==> src/ssprd_pkg.sv <==
/*
  ssprd_pkg: shared types and constants for the response and read data service.
  Assumes one 250 MHz clock and a synchronous active-high reset in every user but ssprd_sense_mem.
*/
package ssprd_pkg;

  localparam int unsigned SNS_MAX_BYTES = 32;
  localparam int unsigned SNS_AW = 5;
  localparam logic [7:0] STS_INTERMEDIATE = 8'h10;
  localparam logic [7:0] STS_INTERMEDIATE_CM = 8'h14;
  localparam logic [7:0] RSP_CODE_INVALID_FRAME = 8'h02;
  localparam logic [7:0] RSP_CODE_OVERLAPPED_TAG = 8'h0A;
  localparam logic [1:0] DP_NO_DATA = 2'h0;
  localparam logic [1:0] DP_RESPONSE_DATA = 2'h1;
  localparam logic [1:0] DP_SENSE_DATA = 2'h2;
  localparam logic [31:0] SNS_LEN_RST = 32'h0000_0000;
  localparam logic [7:0] STS_RST = 8'h00;

  typedef enum logic [1:0]
  {
    SSPRD_SR_NONE = 2'h0,
    SSPRD_SR_TASK_COMPLETE = 2'h1,
    SSPRD_SR_LINKED_COMPLETE = 2'h2,
    SSPRD_SR_DELIVERY_FAILURE = 2'h3
  } ssprd_svc_rsp_t;

  typedef struct packed
  {
    logic [63:0] lun;
    logic [15:0] tag;
  } ssprd_lq_t;

  typedef struct packed
  {
    logic [63:0] init_addr;
    logic [63:0] tgt_addr;
    ssprd_lq_t lq;
  } ssprd_nexus_t;

  typedef struct packed
  {
    ssprd_lq_t lq;
    logic [1:0] datapres;
    logic [7:0] status;
    logic [7:0] rsp_code;
    logic [31:0] sns_len_field;
    logic len_bad;
  } ssprd_rsp_hdr_t;

  typedef struct packed
  {
    ssprd_nexus_t nexus;
    logic [31:0] data_offset;
    logic [23:0] byte_count;
  } ssprd_rd_req_t;

  typedef enum logic [1:0]
  {
    SSPRD_TX_IDLE = 2'b00,
    SSPRD_TX_HDR = 2'b01,
    SSPRD_TX_PAY = 2'b11
  } ssprd_tx_st_t;

endpackage

==> src/ssprd_sense_mem.sv <==
/*
  ssprd_sense_mem: small sense byte store, one write port, registered read.
  Assumes writes and reads on the same clock.
*/
module ssprd_sense_mem (
  input wire logic core_clk_i,
  input wire logic wr_en_i,
  input wire logic [ssprd_pkg::SNS_AW-1:0] wr_addr_i,
  input wire logic [7:0] wr_data_i,
  input wire logic [ssprd_pkg::SNS_AW-1:0] rd_addr_i,
  output logic [7:0] rd_data_o
);

  logic [7:0] mem [ssprd_pkg::SNS_MAX_BYTES];

  always_ff @(posedge core_clk_i)
  begin
    if (wr_en_i)
    begin
      mem[wr_addr_i] <= wr_data_i;
    end
    rd_data_o <= mem[rd_addr_i];
  end

endmodule // ssprd_sense_mem

==> src/ssprd_core.sv <==
/*
  ssprd_core: initiator completion reporting and target read DATA framing.
  Assumes parsed response fields arrive from the link receiver on this clock,
  and the device server keeps its own ordering of read requests.
*/
// Overview of operation
// RULE_01: report received sense bytes on completion
// RULE_02: sense length is min(field, bytes received)
// RULE_03: report STATUS field as command status
// RULE_04: no/sense data, non-intermediate: task complete
// RULE_05: no/sense data, intermediate: linked command complete
// RULE_06: bad code, NAK or bad length: failure
// RULE_07: read requests only during read commands; the core takes any valid request while idle, with no command check
// RULE_08: no reads after completion or abort; the core does not gate read requests on completions or aborts
// RULE_09: frame goes to nexus initiator from target
// RULE_10: header carries request LUN and tag
// RULE_11: DATA OFFSET from client buffer offset
// RULE_12: payload sized by request byte count
// RULE_13: report LUN and tag from response or command
module ssprd_core (
  input wire logic core_clk_i,
  input wire logic rst_i,
  input wire logic sns_valid_i,
  input wire logic [7:0] sns_byte_i,
  input wire logic rsp_valid_i,
  input wire ssprd_pkg::ssprd_rsp_hdr_t rsp_hdr_i,
  input wire logic cmd_nak_i,
  input wire ssprd_pkg::ssprd_lq_t cmd_lq_i,
  input wire logic [ssprd_pkg::SNS_AW-1:0] sns_rd_addr_i,
  output logic cpl_valid_o,
  output ssprd_pkg::ssprd_lq_t cpl_lq_o,
  output logic [7:0] cpl_status_o,
  output logic [31:0] cpl_sns_len_o,
  output ssprd_pkg::ssprd_svc_rsp_t cpl_svc_rsp_o,
  output logic [7:0] cpl_sns_byte_o,
  input wire logic rd_req_valid_i,
  input wire ssprd_pkg::ssprd_rd_req_t rd_req_i,
  output logic rd_req_ready_o,
  input wire logic pay_valid_i,
  input wire logic [7:0] pay_byte_i,
  output logic pay_ready_o,
  input wire logic tx_ready_i,
  output logic tx_hdr_valid_o,
  output ssprd_pkg::ssprd_rd_req_t tx_hdr_o,
  output logic tx_byte_valid_o,
  output logic [7:0] tx_byte_o,
  output logic tx_last_o
);

  // ---------------- initiator side: completion report ----------------
  logic [31:0] sns_cnt_q;
  logic [31:0] sns_cnt_d;
  logic sns_wr_en;
  logic [ssprd_pkg::SNS_AW-1:0] sns_wr_addr;
  logic status_intermediate;
  logic datapres_ok;
  logic code_fail;
  logic [31:0] sns_len_min;
  ssprd_pkg::ssprd_svc_rsp_t svc_rsp;

  function automatic logic is_intermediate(input logic [7:0] st);
    return (st == ssprd_pkg::STS_INTERMEDIATE) || (st == ssprd_pkg::STS_INTERMEDIATE_CM);
  endfunction

  // RULE_01 store sense bytes
  assign sns_wr_en = sns_valid_i && (sns_cnt_q < ssprd_pkg::SNS_MAX_BYTES);
  assign sns_wr_addr = sns_cnt_q[ssprd_pkg::SNS_AW-1:0];
  assign sns_cnt_d = rsp_valid_i ? 32'h0000_0000 : (sns_valid_i ? sns_cnt_q + 32'h1 : sns_cnt_q);

  ssprd_sense_mem i_ssprd_sense_mem (
    .core_clk_i(core_clk_i),
    .wr_en_i(sns_wr_en),
    .wr_addr_i(sns_wr_addr),
    .wr_data_i(sns_byte_i),
    .rd_addr_i(sns_rd_addr_i),
    .rd_data_o(cpl_sns_byte_o)
  );

  // RULE_02 minimum of field and count
  assign sns_len_min = (rsp_hdr_i.sns_len_field < sns_cnt_q) ? rsp_hdr_i.sns_len_field : sns_cnt_q;

  assign status_intermediate = is_intermediate(rsp_hdr_i.status);
  assign datapres_ok = (rsp_hdr_i.datapres == ssprd_pkg::DP_NO_DATA)
                    || (rsp_hdr_i.datapres == ssprd_pkg::DP_SENSE_DATA);
  assign code_fail = (rsp_hdr_i.datapres == ssprd_pkg::DP_RESPONSE_DATA)
                  && ((rsp_hdr_i.rsp_code == ssprd_pkg::RSP_CODE_INVALID_FRAME)
                   || (rsp_hdr_i.rsp_code == ssprd_pkg::RSP_CODE_OVERLAPPED_TAG));

  // RULE_06 failure wins over other classes
  // RULE_04 task complete
  // RULE_05 linked command complete
  assign svc_rsp = (cmd_nak_i || rsp_hdr_i.len_bad || code_fail)
                   ? ssprd_pkg::SSPRD_SR_DELIVERY_FAILURE
                 : (datapres_ok && !status_intermediate) ? ssprd_pkg::SSPRD_SR_TASK_COMPLETE
                 : datapres_ok ? ssprd_pkg::SSPRD_SR_LINKED_COMPLETE
                 : ssprd_pkg::SSPRD_SR_NONE;

  // sense byte counter, cleared by each parsed response
  always_ff @(posedge core_clk_i)
  begin
    if (rst_i)
    begin
      sns_cnt_q <= 32'h0000_0000;
    end
    else
    begin
      sns_cnt_q <= sns_cnt_d;
    end
  end

  always_ff @(posedge core_clk_i)
  begin
    if (rst_i)
    begin
      cpl_valid_o <= 1'b0;
    end
    else
    begin
      cpl_valid_o <= rsp_valid_i || cmd_nak_i;
    end
  end

  always_ff @(posedge core_clk_i)
  begin
    if (rst_i)
    begin
      cpl_lq_o <= '0;
    end
    else if (cmd_nak_i)
    begin
      // RULE_13 no response frame: command header
      cpl_lq_o <= cmd_lq_i;
    end
    else if (rsp_valid_i)
    begin
      // RULE_13 response header identity
      cpl_lq_o <= rsp_hdr_i.lq;
    end
  end

  always_ff @(posedge core_clk_i)
  begin
    if (rst_i)
    begin
      cpl_status_o <= ssprd_pkg::STS_RST;
    end
    else if (cmd_nak_i)
    begin
      cpl_status_o <= ssprd_pkg::STS_RST;
    end
    else if (rsp_valid_i)
    begin
      // RULE_03 status passthrough
      cpl_status_o <= rsp_hdr_i.status;
    end
  end

  always_ff @(posedge core_clk_i)
  begin
    if (rst_i)
    begin
      cpl_sns_len_o <= ssprd_pkg::SNS_LEN_RST;
    end
    else if (cmd_nak_i)
    begin
      cpl_sns_len_o <= 32'h0000_0000;
    end
    else if (rsp_valid_i)
    begin
      // RULE_02 reported length
      cpl_sns_len_o <= sns_len_min;
    end
  end

  always_ff @(posedge core_clk_i)
  begin
    if (rst_i)
    begin
      cpl_svc_rsp_o <= ssprd_pkg::SSPRD_SR_NONE;
    end
    else if (cmd_nak_i)
    begin
      // RULE_06 nak means delivery failure
      cpl_svc_rsp_o <= ssprd_pkg::SSPRD_SR_DELIVERY_FAILURE;
    end
    else if (rsp_valid_i)
    begin
      cpl_svc_rsp_o <= svc_rsp;
    end
  end

  // ---------------- target side: read DATA frame ----------------
  ssprd_pkg::ssprd_tx_st_t st_q;
  ssprd_pkg::ssprd_tx_st_t st_d;
  logic [23:0] left_q;
  logic [23:0] left_d;
  logic take_req;
  logic hdr_sent;
  logic byte_sent;
  logic pay_take;

  assign take_req = (st_q == ssprd_pkg::SSPRD_TX_IDLE) && rd_req_valid_i;
  assign hdr_sent = (st_q == ssprd_pkg::SSPRD_TX_HDR) && tx_hdr_valid_o && tx_ready_i;
  assign byte_sent = (st_q == ssprd_pkg::SSPRD_TX_PAY) && tx_byte_valid_o && tx_ready_i;
  assign pay_take = pay_ready_o && pay_valid_i;
  // RULE_12 payload length counts down
  assign left_d = take_req ? rd_req_i.byte_count
                : pay_take ? left_q - 24'h1 : left_q;

  always_comb
  begin
    st_d = st_q;
    case (st_q)
      ssprd_pkg::SSPRD_TX_IDLE:
      begin
        if (take_req)
        begin
          st_d = ssprd_pkg::SSPRD_TX_HDR;
        end
      end
      ssprd_pkg::SSPRD_TX_HDR:
      begin
        if (hdr_sent)
        begin
          st_d = (left_q == 24'h00_0000) ? ssprd_pkg::SSPRD_TX_IDLE : ssprd_pkg::SSPRD_TX_PAY;
        end
      end
      ssprd_pkg::SSPRD_TX_PAY:
      begin
        if (byte_sent && tx_last_o)
        begin
          st_d = ssprd_pkg::SSPRD_TX_IDLE;
        end
      end
      default:
      begin
        st_d = ssprd_pkg::SSPRD_TX_IDLE;
      end
    endcase
  end

  always_ff @(posedge core_clk_i)
  begin
    if (rst_i)
    begin
      st_q <= ssprd_pkg::SSPRD_TX_IDLE;
      left_q <= 24'h00_0000;
    end
    else
    begin
      st_q <= st_d;
      left_q <= left_d;
    end
  end

  always_ff @(posedge core_clk_i)
  begin
    if (rst_i)
    begin
      rd_req_ready_o <= 1'b0;
    end
    else
    begin
      rd_req_ready_o <= (st_d == ssprd_pkg::SSPRD_TX_IDLE) && !take_req;
    end
  end

  always_ff @(posedge core_clk_i)
  begin
    if (rst_i)
    begin
      tx_hdr_valid_o <= 1'b0;
      tx_hdr_o <= '0;
    end
    else if (take_req)
    begin
      // RULE_09 addressed by request nexus
      // RULE_10 LUN and tag copied
      // RULE_11 data offset copied
      tx_hdr_o <= rd_req_i;
      tx_hdr_valid_o <= 1'b1;
    end
    else if (hdr_sent)
    begin
      tx_hdr_valid_o <= 1'b0;
    end
  end

  // one payload byte in flight at a time
  always_ff @(posedge core_clk_i)
  begin
    if (rst_i)
    begin
      tx_byte_valid_o <= 1'b0;
      tx_byte_o <= 8'h00;
      tx_last_o <= 1'b0;
    end
    else if (pay_take)
    begin
      tx_byte_o <= pay_byte_i;
      tx_byte_valid_o <= 1'b1;
      tx_last_o <= (left_q == 24'h00_0001);
    end
    else if (byte_sent)
    begin
      tx_byte_valid_o <= 1'b0;
      tx_last_o <= 1'b0;
    end
  end

  // zero-length request leaves this low: header only
  always_ff @(posedge core_clk_i)
  begin
    if (rst_i)
    begin
      pay_ready_o <= 1'b0;
    end
    else
    begin
      pay_ready_o <= (st_d == ssprd_pkg::SSPRD_TX_PAY) && (left_d != 24'h00_0000)
                  && !pay_take && !(tx_byte_valid_o && !byte_sent);
    end
  end

endmodule // ssprd_core

==> config.mk <==
export PLATFORM = sky130hd
export DESIGN_NAME = ssprd_core
export DESIGN_NICKNAME = d
export VERILOG_FILES = /design/src/ssprd_pkg.sv /design/src/ssprd_sense_mem.sv /design/src/ssprd_core.sv
export SDC_FILE = /design/constraint.sdc
export NUM_CORES = 1
export LEC_CHECK = 0
export BUFFER_PORTS_ARGS = -buffer_cell sky130_fd_sc_hd__buf_4
export CELL_PAD_IN_SITES_DETAIL_PLACEMENT = 0
export CELL_PAD_IN_SITES_GLOBAL_PLACEMENT = 1
export CORE_AREA = 2 2 356 358
export DETAILED_ROUTE_END_ITERATION = 10
export DIE_AREA = 0 0 358 360
export PLACE_DENSITY = 0.54
export SETUP_SLACK_MARGIN = 0.3
export SLEW_MARGIN = 20
export SYNTH_ARGS = -nofsm -noshare
export SYNTH_HDL_FRONTEND = slang
export SYNTH_HIERARCHICAL = 1
export SYNTH_SLANG_ARGS = --single-unit
==> constraint.sdc <==
create_clock -name core_clk_i -period 2.7 [get_ports core_clk_i]
set_input_delay 0 -clock core_clk_i [delete_from_list [all_inputs] [get_ports core_clk_i]]
set_output_delay 0 -clock core_clk_i [all_outputs]
set_load 0.02 [all_outputs]
==> results of run 1 <==
cell usage after synthesis (all sizes together), types with 4 or more instances:
cell and number:
a21boi 5, nand3 22, buf 34, or3b 4
dfxtp 466, clkbuf 143, a211oi 6, nor4 17
mux2 8, mux2i 121, nand3b 7, xnor2 39
a31oi 4, nand2 574, a21oi 411, edfxtp 256
or3 8, nand2b 4, nor2 263, and3 8
o21ai 46, nor3 18, inv 35, nand4 21
ha 35, mux4 80, a21o 10, xor2 6
nor2b 9
report_power, final:
part / internal, mW / switching, mW / total (mW)
combinational: 2.11 / 2.16 / 4.28
sequential: 11.7 / 0.252 / 11.9
clock: 6.89 / 5.07 / 12.0
total: 20.7 / 7.49 / 28.1
flip-flops by register name, summed over array words and instances, names as in the netlist:
name and flops:
tx_hdr_valid_o 1, i_ssprd_sense_mem/mem 256, rd_req_ready_o 1, sns_cnt_q 32, left_q 24, cpl_status_o 8, cpl_sns_len_o 32, tx_last_o 1
cpl_valid_o 1, tx_byte_valid_o 1, cpl_lq_o 80, st_q 2, tx_hdr_o 264, cpl_svc_rsp_o 2, i_ssprd_sense_mem/rd_data_o 8, pay_ready_o 1
tx_byte_o 8
worst max-delay path, delay by kind of cell (launching register included):
kind	cells	cell delay, ps
compound gates	1	300
fa+ha+maj	1	140
simple gates	6	1210
flops	1	360
xor+xnor	1	70
buf+inv	2	280
layout make-up:
| class | instances | area share |
|---|---|---|
| clock inverters | 37 | 0.0101 |
| multi-input cells | 1761 | 0.237 |
| repair buffers | 1547 | 0.284 |
| well taps | 1650 | 0.0446 |
| clock buffers | 117 | 0.0527 |
| flip-flops and latches | 722 | 0.368 |
| diodes | 11 | 0.000594 |
| inverters | 35 | 0.00294 |
layer usage:
layer	global-route usage	routed length, µm	part of all wire
met1	0.220	50500	0.42
met2	0.311	59600	0.49
met3	0.0465	7170	0.060
met4	0.0490	3170	0.026
met5	0	100	0.00083
through the flow:
stage,TNS (ps),utilization,hold slack (ps),area (µm²),total power [mW]
floorplan,0,-,98.9,28500,13.8
global placement,-3.98,0.301,231,37600,15.6
detailed placement,-9.30,0.301,237,37600,15.6
CTS,0,0.368,13.5,46000,28.5
global route,0,0.371,61.3,46300,29.3
finish,0,0.371,71.3,46300,28.1
cells by family after synthesis:
kind of cell               share of synthesized area
and+or+nand+nor                                0.142
DFF                                            0.598
AOI/OAI and AO/OA                             0.0914
buffers and inverters                         0.0297
muxes                                          0.109
xor gates and xnor gates                      0.0139
adders and majority gates                     0.0154
worst max-delay path by stage:
| stage | slack, ps | cells past startpoint | endpoint | startpoint |
|---|---|---|---|---|
| 2_1_floorplan | 320 | 9 | pay_ready_o | left_q[0] |
| 3_3_place_gp | -4 | 7 | pay_ready_o | left_q[10] |
| 3_5_place_dp | -9 | 9 | pay_ready_o | left_q[0] |
| 4_1_cts | 180 | 11 | pay_ready_o | left_q[0] |
| 5_1_grt | 110 | 9 | pay_ready_o | left_q[6] |
| 6_report | 200 | 11 | pay_ready_o | left_q[0] |
what timing repair did:
| action | CTS | global route |
|---|---|---|
| setup buffers | 12 | 6 |
| pin swaps | 10 | 29 |
| hold endpoints to repair | 694 | 0 |
| setup endpoints to repair | 98 | 134 |
| gates resized for setup | 37 | 55 |
| gates cloned | 2 | 1 |
| hold buffers | 510 | 0 |
==> reports/qor.csv, run 1 <==
stage,metric,value,unit
run_status,outcome,finished clean,
critical_path,worst reg-to-reg path cell count,11,
cells_and_area,synth-to-layout area growth,62.9,%
global_route,gr ovfl total,0,
yosys,"Seq/Total Area, Yosys",0.598,
yosys,Synth top area share,0.328,
critical_path,critical-path maximum fanout,5,
cells_and_area,Final Non-Filler Cells,5880,
global_route,Tot GR Track Use,0.180,
yosys,largest cells by area after synthesis,"dfxtp_1 (33%), edfxtp_1 (27%), nand2_1 (7.6%)",
clock_network,Root Driver,clkbuf_16,
drt,vias post-DR,25600,
timing,RSZ-0062 raised after global routing,yes,
floorplanning,IO Count,912,
yosys,"Async S/R FF share, synth",0,
floorplanning,die height,360,µm
clock_network,CTS Sinks,722,
place,Post-Place Worst Slack,-9.30,ps
job,Max Cap Viol,0,
global_route,pin count of the biggest net entering global routing,127,
floorplanning,Die X,358,µm
yosys,Yosys cell types,61,
cells_and_area,final-stage net count,4694,
global_route,antenna violations before repair,24,
timing,Max-slew headroom,0.385,
min_path,Hold Crit Depth,3,
place,I/O Buffers,910,
critical_path,critical path required time,3240,ps
power_and_ir_drop,pwr dens,608,nW/µm²
timing,crit share post-route,0.927,
place,dpl cells,5184,
critical_path,CP max stage delay,550,ps
timing,final setup margin,197,ps
timing,Slew Limit Fails,0,
global_route,wire length of the first global-routing pass,174000,µm
yosys,Yosys warnings,6,
critical_path,Critical Path AT,3040,ps
critical_path,critical path launch point type,register,
yosys,Cells after Synth,2695,
place,final RePlAce weighted congestion,0.833,
yosys,syn_area_per_cell,10.6,µm²
critical_path,worst r2r src,left_q[0],
cells_and_area,register area,17100,µm²
drt,ANT nets after route,0,
drt,DRC viols,0,
drt,initial detailed-routing violation count,1465,
timing,fin crit period,2500,ps
cells_and_area,"commonest cells after routing, fill and taps aside","buf_4 (1,014), nand2_1 (572), dlygate4sd3_1 (510)",
critical_path,reg2reg end,pay_ready_o,
critical_path,slowest stage cell on the critical path,or4b_4,
cells_and_area,area of the multi-input gates,11000,µm²
floorplanning,core box area,125000,µm²
floorplanning,Die ar.,129000,µm²
clock_network,TritonCTS clock tree,built,
global_route,vias in the first global route,26000,
cells_and_area,"commonest non-fill, non-tap cell in the layout",buf_4,
drt,DR WL/cell,20.5,µm
floorplanning,Initial Utilization,0.228,
drt,drt via density,4.35,
cells_and_area,Filler Cells Inserted,12800,
clock_network,clock-pin slew on the worst setup and hold paths,60,ps
clock_network,worst-case clock buffer depth,3,
clock_network,H-tree depth,3,
yosys,dominant cell type by area after synthesis,dfxtp_1,
clock_network,Num CTS Buffers,88,
min_path,hold path endpoint,cpl_svc_rsp_o[1],
critical_path,Setup crit end kind,register,
min_path,Hold Crit Class,primary input to register,
drt,DRT Pass-1 Iters,4,
yosys,Synth Flop Type,dfxtp_1,
critical_path,Crit Path Class,register to register,
clock_network,worst skew pair latency,690,ps
timing,Hold Fails Final Rpt,0,
power_and_ir_drop,P_leak,18.6,nW
yosys,Yosys reg bits,722,
yosys,Synth Cell Area,28400,µm²
drt,drt total wl,121000,µm
timing,Slew @ Worst Pin,923,ps
critical_path,cell mode on critical path,nand4_1,
timing,Max Freq,0.400,GHz
min_path,Min-Delay Startpoint,cmd_nak_i,
yosys,Post-synth EDFFs,256,
place,Detailed Place HPWL,87700,µm
critical_path,R2R setup slack,200,ps
floorplanning,Core Rows,130,
critical_path,CP cell instances,"inv_4, ha_4, and3_4, nand4_1, buf_4, nor2_4, xor2_1, nand2_1, nand4_1, or4b_4, o311a_1",
cells_and_area,fraction of layout cells with a size suffix above 1,0.319,
timing,final setup fails,0,
timing,worst clock skew,56.6,ps
power_and_ir_drop,"IR drop worst, VDD",0.000499,V
yosys,syn_nets,3234,
Power figures use the tool's default switching activity.
==> run 2, diff against run 1 <==
Settings changed: SETUP_SLACK_MARGIN 0.3 to not set.
==> reports/qor.csv, run 2 (synthesis gave the netlist of run 1 again) <==
stage,metric,value,unit
run_status,outcome,finished clean,
cells_and_area,Largest regs,"tx_hdr_o x264, i_ssprd_sense_mem/mem x256, cpl_lq_o x80",
global_route,gr ovfl total,0,
cells_and_area,fraction of layout cells with a size suffix above 1,0.294,
clock_network,Root Driver,clkbuf_16,
drt,ANT nets after route,0,
drt,DRT Pass-1 Iters,7,
cells_and_area,area of the multi-input gates,10600,µm²
cells_and_area,"commonest non-fill, non-tap cell in the layout",buf_4,
timing,worst clock skew,42.2,ps
place,Post-Place Worst Slack,-19.8,ps
timing,final setup fails,0,
drt,initial detailed-routing violation count,1630,
global_route,pin count of the biggest net entering global routing,113,
timing,crit share post-route,0.982,
floorplanning,core box area,125000,µm²
clock_network,worst skew pair latency,660,ps
critical_path,Critical Path AT,3190,ps
global_route,Tot GR Track Use,0.182,
timing,Max Freq,0.377,GHz
timing,Hold Fails Final Rpt,0,
power_and_ir_drop,P_leak,18.7,nW
critical_path,critical path launch point type,register,
drt,drt via density,4.34,
critical_path,reg2reg end,pay_ready_o,
drt,vias post-DR,25700,
critical_path,critical path required time,3240,ps
place,Placed Instance Area,37500,µm²
cells_and_area,"commonest cells after routing, fill and taps aside","buf_4 (986), dlygate4sd3_1 (575), nand2_1 (574)",
timing,fin crit period,2650,ps
global_route,antenna violations before repair,16,
timing,RSZ-0062 raised after global routing,yes,
critical_path,R2R setup slack,50,ps
min_path,Hold Crit Class,primary input to register,
critical_path,crit path to,pay_ready_o,
clock_network,clock-pin slew on the worst setup and hold paths,60,ps
floorplanning,Initial Utilization,0.228,
clock_network,TritonCTS clock tree,built,
floorplanning,Die X,358,µm
job,Max Cap Viol,0,
critical_path,Crit. Startpoint,left_q[1],
clock_network,postcts setup bufs,0,
critical_path,critical path depth,9,
timing,Slew Limit Fails,0,
critical_path,critical-path maximum fanout,5,
cells_and_area,"Core Util, Final",0.370,
floorplanning,Die ar.,129000,µm²
critical_path,CP max stage delay,520,ps
timing,Max-slew headroom,0.508,
power_and_ir_drop,pwr dens,607,nW/µm²
floorplanning,Core Rows,130,
critical_path,worst r2r src,left_q[1],
cells_and_area,synth-to-layout area growth,62.5,%
clock_network,worst-case clock buffer depth,3,
power_and_ir_drop,"IR drop worst, VDD",0.000494,V
critical_path,worst reg-to-reg path cell count,9,
critical_path,CP Buf/Inv Count,1,
cells_and_area,largest reg by FF count,tx_hdr_o,
timing,Slew @ Worst Pin,737,ps
critical_path,CP cell instances,"inv_1, ha_2, and3_1, nand4_1, nor4_1, xnor2_1, o21ai_0, or4b_1, o311a_1",
floorplanning,IO Count,912,
drt,DR WL/cell,20.5,µm
global_route,wire length of the first global-routing pass,175000,µm
critical_path,"CP delay by family, top",simple AND/OR/NAND/NOR gates,
place,I/O Buffers,910,
global_route,vias in the first global route,26200,
critical_path,slowest stage cell on the critical path,or4b_1,
timing,final setup margin,49.0,ps
place,final RePlAce weighted congestion,0.841,
cells_and_area,final instance area,46200,µm²
clock_network,H-tree depth,3,
drt,drt total wl,121000,µm
clock_network,CTS Sinks,722,
cells_and_area,register area,17000,µm²
cells_and_area,max reg flops,264,
cells_and_area,Filler Cells Inserted,12700,
drt,DRC viols,0,
critical_path,Setup crit end kind,register,
floorplanning,die height,360,µm
place,Detailed Place HPWL,88800,µm
critical_path,Crit Path Class,register to register,
cells_and_area,final-stage net count,4724,
clock_network,Num CTS Buffers,87,
run 2: cell types whose count changed in the layout (fill, tap and decap cells not counted), sizes merged, moves of 5 or more:
cell	change
buf	-33
dlygate4sd3	+65
clkinv	+7
clkbuf	-5
run 2: final cells by class:
type | instances | share of cell area
Multi-Input combinational cell | 1761 | 0.230
Tap cell | 1650 | 0.0447
Inverter | 35 | 0.00284
Timing Repair Buffer | 1578 | 0.292
Clock inverter | 46 | 0.00975
Sequential cell | 722 | 0.368
Clock buffer | 113 | 0.0519
Antenna cell | 10 | 0.000542
run 2: per-layer routing:
metal / part of all wire / GRT usage / up-vias / wire length (µm)
met3: 0.061 / 0.0432 / 178 / 7410
met2: 0.48 / 0.306 / 752 / 58900
met5: 0.00040 / 0 / - / 48
li1: - / - / 12400 / -
met4: 0.035 / 0.0642 / 8 / 4220
met1: 0.42 / 0.225 / 12400 / 50900
run 2: power breakdown:
group | internal, mW | switching, mW
clock | 6.85 | 5.00
sequential | 11.7 | 0.235
combinational | 2.12 | 2.18
total | 20.6 | 7.41
run 2: what timing repair did:
action,CTS,global route
hold buffers,575,0
gates cloned,0,0
hold endpoints to repair,694,0
endpoints found under the setup margin,1,30
gates resized for setup,1,11
run 2: how the worst min path moves through the flow:
stage               slack, ps          start  depth (start not counted)                          end
global placement          230   cmd_lq_i[18]                          3                 cpl_lq_o[18]
CTS                         8      cmd_nak_i                          3             cpl_svc_rsp_o[1]
global route               70      cmd_nak_i                          3             cpl_svc_rsp_o[1]
floorplan                 100  sns_byte_i[0]                          0  i_ssprd_sense_mem/mem[0][0]
finish                     70      cmd_nak_i                          3             cpl_svc_rsp_o[1]
detailed placement        240   cmd_lq_i[19]                          3                 cpl_lq_o[19]
run 2: metrics by stage:
step	hold slack [ps]	TNS [ps]	total power, mW	cells
floorplan	98.9	0	13.7	2695
global placement	229	-16.3	15.6	5171
detailed placement	236	-19.8	15.7	5171
CTS	7.96	0	28.5	5905
global route	70.6	-102	29.2	5910
finish	69.2	0	28.0	5915
run 2: worst reg2reg max path, cell delays in order, from the launching register on:
cell,delay (ps)
dfxtp_1,350
inv_1,120
ha_2,250
and3_1,200
nand4_1,200
nor4_1,310
xnor2_1,160
o21ai_0,110
or4b_1,520
o311a_1,330
